[config.mk]
export PLATFORM = sky130hd
export DESIGN_NAME = host_port
export DESIGN_NICKNAME = d
export VERILOG_FILES = /design/src/pkg/host_port_pkg.sv /design/src/logic/host_port.sv
export SDC_FILE = /design/constraint.sdc
export NUM_CORES = 1
export LEC_CHECK = 0
export ABC_AREA = 1
export BUFFER_PORTS_ARGS = -buffer_cell sky130_fd_sc_hd__buf_2
export CAP_MARGIN = 20
export CORE_MARGIN = 2
export CORE_UTILIZATION = 30
export CTS_CLUSTER_DIAMETER = 200
export DETAILED_ROUTE_END_ITERATION = 8
export PLACE_DENSITY_LB_ADDON = 0.08
export REMOVE_ABC_BUFFERS = 1
export SLEW_MARGIN = 20
export SYNTH_ARGS = -nofsm -noshare
export SYNTH_HDL_FRONTEND = slang
export SYNTH_SLANG_ARGS = --single-unit
[constraint.sdc]
create_clock -name mclk -period 2.7 [get_ports mclk]
set_input_delay 0.27 -clock mclk [delete_from_list [all_inputs] [get_ports mclk]]
set_output_delay 0.27 -clock mclk [all_outputs]
set_load 0.005 [all_outputs]
[src/pkg/host_port_pkg.sv]
// Package: constants and carrier types for the parallel host port
package host_port_pkg;

    // ------------------------------------------------------------------
    // Clock and timing
    // ------------------------------------------------------------------
    localparam int unsigned MCLK_MHZ          = 200;
    localparam int unsigned IRQ_PERIOD_US     = 125;
    localparam int unsigned IRQ_PERIOD_CYCLES = IRQ_PERIOD_US * MCLK_MHZ;
    localparam int unsigned TICK_W            = 15;
    localparam logic [TICK_W-1:0] TICK_LAST   =
        TICK_W'(IRQ_PERIOD_CYCLES - 1);

    // ------------------------------------------------------------------
    // Register map (3-bit select, eight byte registers)
    // ------------------------------------------------------------------
    localparam int unsigned NUM_REGS          = 8;
    localparam logic [2:0] SEL_INT_CAUSE      = 3'h0;
    localparam logic [2:0] SEL_POWER_MODE     = 3'h1;
    localparam logic [7:0] SCRATCH_RESET      = 8'h00;
    localparam int unsigned CAUSE_HOOK_BIT    = 0;
    localparam int unsigned HOOK_LEVEL_BIT    = 1;

    // Power mode codes held in the power mode register
    localparam logic [1:0] MODE_IDLE          = 2'h0;
    localparam logic [1:0] MODE_ACTIVE_DATA   = 2'h1;
    localparam logic [1:0] MODE_ACTIVE_VOICE  = 2'h3;
    localparam logic [1:0] MODE_POWER_DOWN    = 2'h2;

    // Strobe tracking states, Gray coded along idle->read/write->idle
    typedef enum logic [1:0] {
        ST_IDLE  = 2'b00,
        ST_READ  = 2'b01,
        ST_WRITE = 2'b10
    } strobe_state_t;

    // Host side pins of the port
    typedef struct packed {
        logic       cs_n;
        logic       rd_n;
        logic       wr_n;
        logic [2:0] reg_select;
        logic [7:0] data_in;
    } host_in_t;

    typedef struct packed {
        logic [7:0] data_out;
        logic       data_oe;
    } host_out_t;

endpackage : host_port_pkg

[src/logic/host_port.sv]
// Design: eight-bit parallel host port with hook-switch interrupt
`timescale 1ns/1ps

// What this block does
// - Three-bit reg_select picks the register read or written on each access.
// - Strobes are ignored unless chip select is low.
// - Data bus is eight bits, bit 0 least significant, high means one.
// - Data lines are inputs during write, driven during read with select.
// - Data lines released when select is high or no strobe is active.
// - Interrupt request is driven low for service, high otherwise.
// - Interrupt output is pulled low only on the 125 microsecond frame tick.
// - Interrupt stays low until the cause register is read or reset.
// - Every hook-switch edge, rising or falling, raises an interrupt.
// - Reset high aborts activity at the next mclk rising edge and loads the reset state.
// - On reset release the device starts in the idle power mode.
// - The master clock output keeps toggling while reset is held.
// - Read drives selected register after the read strobe falls.
// - Write captures the data bus at the write strobe rising edge.
module host_port (
    input  wire logic                    mclk,
    input  wire logic                    rst,
    input  wire host_port_pkg::host_in_t host_in,
    input  wire logic                    hook_switch_in,
    output      host_port_pkg::host_out_t host_out,
    output      logic                    int_n,
    output      logic                    mclk_out,
    output      logic [1:0]              power_mode
);
    import host_port_pkg::*;

    // ------------------------------------------------------------------
    // Strobe synchronisers
    // ------------------------------------------------------------------
    // Strobes are gated with chip select before synchronising so a
    // strobe seen without select never becomes an access.
    logic       rd_meta_r;
    logic       rd_sync_r;
    logic       wr_meta_r;
    logic       wr_sync_r;
    logic       hook_meta_r;
    logic       hook_sync_r;
    logic       hook_prev_r;

    always_ff @(posedge mclk) begin
        if (rst) begin
            rd_meta_r <= 1'b0;
            rd_sync_r <= 1'b0;
            wr_meta_r <= 1'b0;
            wr_sync_r <= 1'b0;
        end else begin
            rd_meta_r <= ~host_in.cs_n & ~host_in.rd_n;
            rd_sync_r <= rd_meta_r;
            wr_meta_r <= ~host_in.cs_n & ~host_in.wr_n;
            wr_sync_r <= wr_meta_r;
        end
    end

    always_ff @(posedge mclk) begin
        if (rst) begin
            hook_meta_r <= 1'b1;
            hook_sync_r <= 1'b1;
        end else begin
            hook_meta_r <= hook_switch_in;
            hook_sync_r <= hook_meta_r;
        end
    end

    // ------------------------------------------------------------------
    // Access sequencing
    // ------------------------------------------------------------------
    strobe_state_t state_r;
    strobe_state_t state_nxt;
    logic          rd_start;
    logic          wr_done;

    always_comb begin
        state_nxt = state_r;
        rd_start  = 1'b0;
        wr_done   = 1'b0;
        unique case (state_r)
            ST_IDLE: begin
                if (rd_sync_r) begin
                    state_nxt = ST_READ;
                    rd_start  = 1'b1;
                end else if (wr_sync_r) begin
                    state_nxt = ST_WRITE;
                end
            end
            ST_READ: begin
                if (!rd_sync_r) begin
                    state_nxt = ST_IDLE;
                end
            end
            ST_WRITE: begin
                if (!wr_sync_r) begin
                    state_nxt = ST_IDLE;
                    wr_done   = 1'b1;
                end
            end
            default: begin
                state_nxt = ST_IDLE;
            end
        endcase
    end

    always_ff @(posedge mclk) begin
        if (rst) begin
            state_r <= ST_IDLE;
        end else begin
            state_r <= state_nxt;
        end
    end

    // Write data and select are held from the last strobe-active cycle,
    // since the host may change them right as the write strobe rises.
    logic [7:0] wr_data_r;
    logic [2:0] wr_sel_r;
    logic [2:0] rd_sel_r;

    always_ff @(posedge mclk) begin
        if (rst) begin
            wr_data_r <= 8'h00;
            wr_sel_r  <= 3'h0;
            rd_sel_r  <= 3'h0;
        end else begin
            if (state_r == ST_WRITE && wr_meta_r) begin
                wr_data_r <= host_in.data_in;
                wr_sel_r  <= host_in.reg_select;
            end
            if (rd_start) begin
                rd_sel_r <= host_in.reg_select;
            end
        end
    end

    // ------------------------------------------------------------------
    // Register file
    // ------------------------------------------------------------------
    logic [7:0] regs_r [NUM_REGS];
    logic       cause_hook_r;
    logic       cause_read;

    assign cause_read = rd_start && host_in.reg_select == SEL_INT_CAUSE;

    always_ff @(posedge mclk) begin
        if (rst) begin
            for (int i = 0; i < NUM_REGS; i++) begin
                regs_r[i] <= SCRATCH_RESET;
            end
        end else if (wr_done && wr_sel_r != SEL_INT_CAUSE) begin
            regs_r[wr_sel_r] <= wr_data_r;
        end
    end

    always_ff @(posedge mclk) begin
        if (rst) begin
            power_mode <= MODE_IDLE;
        end else if (wr_done && wr_sel_r == SEL_POWER_MODE) begin
            power_mode <= wr_data_r[1:0];
        end
    end

    // ------------------------------------------------------------------
    // Hook-switch interrupt
    // ------------------------------------------------------------------
    logic hook_edge;

    always_ff @(posedge mclk) begin
        if (rst) begin
            hook_prev_r <= 1'b1;
        end else begin
            hook_prev_r <= hook_sync_r;
        end
    end

    assign hook_edge = hook_sync_r ^ hook_prev_r;

    // A new edge in the cycle of the cause read wins over the clear.
    always_ff @(posedge mclk) begin
        if (rst) begin
            cause_hook_r <= 1'b0;
        end else if (hook_edge) begin
            cause_hook_r <= 1'b1;
        end else if (cause_read) begin
            cause_hook_r <= 1'b0;
        end
    end

    // ------------------------------------------------------------------
    // Interrupt pin refresh
    // ------------------------------------------------------------------
    // Pending state is sampled only on the frame tick; the pin is
    // released early only by a cause read, never by a tick alone.
    logic [TICK_W-1:0] tick_cnt_r;
    logic              tick;

    assign tick = tick_cnt_r == TICK_LAST;

    always_ff @(posedge mclk) begin
        if (rst || tick) begin
            tick_cnt_r <= '0;
        end else begin
            tick_cnt_r <= tick_cnt_r + TICK_W'(1);
        end
    end

    always_ff @(posedge mclk) begin
        if (rst) begin
            int_n <= 1'b1;
        end else if (cause_read) begin
            int_n <= 1'b1;
        end else if (tick && cause_hook_r) begin
            int_n <= 1'b0;
        end
    end

    // ------------------------------------------------------------------
    // Read data and bus drive
    // ------------------------------------------------------------------
    logic [7:0] rd_data_r;

    always_ff @(posedge mclk) begin
        if (rst) begin
            rd_data_r <= 8'h00;
        end else if (rd_start) begin
            if (host_in.reg_select == SEL_INT_CAUSE) begin
                rd_data_r <= 8'h00;
                rd_data_r[CAUSE_HOOK_BIT] <= cause_hook_r | hook_edge;
                rd_data_r[HOOK_LEVEL_BIT] <= hook_sync_r;
            end else begin
                rd_data_r <= regs_r[host_in.reg_select];
            end
        end
    end

    // Enable follows the raw pins so the bus releases without delay.
    always_comb begin
        host_out.data_out = rd_data_r;
        host_out.data_oe  = ~host_in.cs_n & ~host_in.rd_n
                            & host_in.wr_n;
    end

    // ------------------------------------------------------------------
    // Master clock out
    // ------------------------------------------------------------------
    // Free running, outside reset so it keeps toggling while reset holds.
    logic mclk_div_r = 1'b0;

    always_ff @(posedge mclk) begin
        mclk_div_r <= ~mclk_div_r;
    end

    assign mclk_out = mclk_div_r;

    logic unused_sel;
    assign unused_sel = ^rd_sel_r;

endmodule // host_port

# --- Word-level counts from Yosys, hierarchy flattened ---
# Memory sizes are Yosys's and may differ from the RTL's.
# Cells that the tools add are included.
word_totals:
  ram_bits: 64
  latch_bits: 0
  n_memories: 1
  ff_bits: 48
  mem_bits_ro: 0
classes:
  n_reduce_logical: 13
  n_mux: 20
  shifts: 0
  n_div: 0
  order_cmp: 0
  n_mul: 0
  eq_ne: 7
  n_addsub: 1
  bitwise_logic: 9
memory_table:
  columns: ["name", "depth", "word_bits", "rd", "rd_ports_with_merged_regs", "wr", "line", "source"]
  rows:
  - ["regs_r", 8, 8, 1, 0, 8, "host_port.sv:139", "logic [7:0] regs_r [NUM_REGS];"]
op_table:
  columns: ["op", "n"]
  rows:
  - ["8-bit two-way mux", 2]
  - ["15-bit by 1-bit adder with 15-bit output, second input constant", 1]
  - ["15-bit equality test, second input constant", 1]
  - ["1-bit two-way mux", 12]
  - ["2-bit two-way mux", 4]
  - ["8-bit OR reduction", 1]
  - ["2-bit case mux with 3 select lines", 1]
  - ["1-bit logical AND", 5]
  - ["2-bit inequality test, second input constant", 2]
  - ["1-bit NOT", 4]
  - ["1-bit bitwise AND", 3]
  - ["3-bit by 1-bit equality test with 1-bit output, second input constant", 1]
  - ["3-bit zero test", 1]
  - ["3-bit two-way mux", 1]
  - ["3-bit inequality test, second input constant", 1]
  - ["3-bit AND reduction", 1]
  - ["3-bit nonzero test", 1]
  - ["2-bit by 1-bit equality test with 1-bit output, second input constant", 1]
  - ["2-bit equality test, second input constant", 1]
  - ["2-bit zero test", 1]
  - ["2-bit nonzero test", 1]
  - ["2-bit OR reduction", 1]
  - ["1-bit logical OR", 1]
  - ["1-bit bitwise OR", 1]
  - ["1-bit bitwise XOR", 1]

# --- Longest topological paths before layout ---
depth:
  word_depth: 8
  ltp_mapped: 9

# --- Worst setup path after synthesis ---
# No wires, ideal clock.
synth_path:
  kind: "register to register"
  from: "register wr_sel_r[0]"
  to: "memory regs_r[2][0], enable pin"
  arrival_time_ns: 1.308
  setup_time_ns: 0.329
  synth_period_minus_slack_ns: 1.637
  setup_slack_ns: 1.063
  stages_incl_launch_ff: 5
  t_required_ns: 2.371
  n_path_buf: 0
  cell_sequence: "dfxtp_1 -> inv_2 -> a211oi_2 -> nand3_1 -> nand2_1"
synth_rtl:
  columns: ["element", "line", "source"]
  rows:
  - ["start, declared", "host_port.sv:117", "logic [2:0] wr_sel_r;"]
  - ["start signal, assigned", "host_port.sv:128", "wr_sel_r <= host_in.reg_select;"]
  - ["end, declared", "host_port.sv:139", null]

==> impl_metrics.tcl <==
set metrics [dict create \
    nets 513 \
    hold_start "host_in[11]" \
    cts-resized-gates 0 \
    multi_input_area_mm2 0.00139 \
    synth_seq_cells 104 \
    rows 43 \
    yosysTopAreaCellShare_pct 39.7 \
    synthMuxAreaShare_pct 0 \
    chipHeight_um 123 \
    final_common_cell "nor2_1" \
    syn_inst 466 \
    timing.slew.headroom_pct 47.6 \
    status "finished clean" \
    yosys.area_share.simple_pct 22.0 \
    fin_crit_sh_pct 72.0 \
    fin_area_mm2 0.00487 \
    tightest_slew_ps 784 \
    cts_setup_buffers 0 \
    vias_per_cell 4.60 \
    synth_compound_area_share_pct 9.60 \
    clockBufferDepth 2 \
    rsz0062_at_grt "no" \
    fmax_ghz 0.514 \
    overflow 0 \
    cts_root_buffer "clkbuf_16" \
    grt_pass1_vias 3139 \
    drc 0 \
    syn_avg_cell_area_um2 9.09 \
    dr.first_iter.drc_count 250 \
    dr.pass1.iters 4 \
    io_pins 30 \
    fp.dieW_um 123 \
    placed_area_mm2 0.00458 \
    critical_path.endpoint_type "flop" \
    drv_cap 0 \
    crit_required_ps 2720 \
    synth_area_leader_cell "edfxtp_1" \
    syn_area_mm2 0.00424 \
    drv_slew 0 \
    hold_path_class "in2reg" \
    grt_max_degree 23 \
    synth_xor_area_share_pct 0.827 \
    port-buffer-count 29 \
    criticalPathCategory "reg2reg" \
    period_minus_slack_ps 1950 \
    start_util_pct 30.6 \
    nFillCells 1437 \
    synth_area_leaders "edfxtp_1 40%, dfxtp_1 23%, nor2_1 8.8%, nand2_1 6.7%, a21oi_1 4.4%" \
    core_area_mm2 0.0138 \
    most-common-layout-cells "99 x nor2_1, 76 x nand2_1, 56 x edfxtp_1, 48 x dfxtp_1, 38 x inv_1" \
    ir_worst_vdd_mv 0.310 \
    routabilityCongestion 0.764 \
    ant_nets 0 \
    place_hpwl_um 7670 \
    crit_path_max_fanout 9 \
    rr_startpoint "wr_sel_r[0]$_SDFFE_PP0P_" \
    via_count 3127 \
    grtUsageTotal_pct 15.8 \
    cts_hold_buf 0 \
    ys_seq_area_share_pct 62.4 \
    wirelength_um 10900 \
    p_per_area_mw_per_mm2 644 \
    clock-sinks 104 \
    setup_tns_ps 0 \
    yosysWarnings 0 \
    areaGrowthSynthToFinish_pct 15.0 \
    critical_path_arrival_ps 1960 \
    startpoint_type "flop" \
    synth_cell_types 22 \
    wl_per_cell_um 16.0 \
    crit_start "wr_sel_r[0]$_SDFFE_PP0P_" \
    ff_latch_area_mm2 0.00264 \
    antenna_cells 0 \
    skew_ps 7.52 \
    htreeDepth 3 \
    synth_adder_area_share_pct 0.295 \
    numCtsBuffers 9 \
    synth_top_family_by_area "simple AND/OR/NAND/NOR gates" \
    p_leak_nw 1.75 \
    cts_tree "yes" \
    setup_viol 0 \
    clk_pin_slew_worst_paths_ps 60 \
    drive_above_1_share_pct 11.0 \
    grt_pass1_wl_um 17200 \
    antenna_found_initial 0 \
    die-area_mm2 0.0151 \
    clk_latency_ps 350 \
    hold_viol 0 \
]
-- registers in the layout (all words and copies together) (netlist names), 2 cells and up --
register,flops
state_r,2
regs_r,56
rd_data_r,8
wr_sel_r,3
tick_cnt_r,15
power_mode,2
wr_data_r,8
-- critical path: stages (launching register included) --
cell and delay [ps]:
dfxtp_1 390, inv_2 90, a211oi_2 390, nand3_1 360, nand2_1 380
-- stage by stage --
step / setup slack, ps / util, % / hold WS (ps) / total power, W / std cells
after floorplan: 1060 / - / 339 / 0.00183 / 450
after detailed placement: 695 / 33.1 / 365 / 0.00191 / 664
after global routing: 527 / 35.2 / 87.9 / 0.00325 / 680
after CTS: 762 / 35.2 / 75.8 / 0.00318 / 680
after global placement: 733 / 33.1 / 355 / 0.00191 / 664
final: 755 / 35.2 / 89.5 / 0.00314 / 680
-- final timing paths --
path / end / slack, ps / cells after the start
min: wr_meta_r$_SDFF_PP0_ / 90 / 2
max reg2reg: regs_r[4][0]$_SDFFCE_PN0P_ / 750 / 4
min reg2reg: mclk_out$_DFF_P_ / 370 / 1
max: regs_r[4][0]$_SDFFCE_PN0P_ / 750 / 4
-- synthesized netlist by cell type --
| master | instances |
|---|---|
| dfxtp_1 | 48 |
| a21oi_1 | 37 |
| ha_1 | 1 |
| inv_1 | 38 |
| edfxtp_1 | 56 |
| buf_1 | 3 |
| nor3_1 | 6 |
| nor4_1 | 1 |
| o21ai_0 | 28 |
| nand4_1 | 1 |
| nand3_1 | 37 |
| a211oi_2 | 1 |
| a31oi_1 | 1 |
| nor3b_1 | 3 |
| a31o_2 | 2 |
| clkbuf_1 | 13 |
| nor2_1 | 99 |
| nand2_1 | 76 |
| inv_2 | 1 |
| o211ai_1 | 6 |
| or2_2 | 4 |
| xor2_1 | 4 |
-- area by class of cell --
cell class,instances,area share [%]
sequential,104,54.3
multi-input combinational,307,28.5
clock buffer,9,4.62
tap,180,4.62
timing repair buffer,34,3.75
inverter,39,3.01
clock inverter,7,1.28
-- cell families (layout without fill, tap and decap cells) --
kind of cell / after synthesis / after routing
compound gates: 75 / 75
fa+ha+maj: 1 / 1
buf+inv: 55 / 89
flops: 104 / 104
xor+xnor: 4 / 4
simple gates: 227 / 227
-- power by group --
part           internal, W  leakage (nW)  switching [W]
sequential         0.00170         0.967      0.0000163
clock             0.000708         0.134       0.000559
combinational    0.0000453         0.652       0.000107
-- routing by layer --
metal  global-route usage [%]  routed length (µm)
met5                        0                   0
met2                     27.0                5500
met3                     4.04                 482
met1                     18.9                4640
met4                     6.82                 241
(Power assumes the default switching activity.)
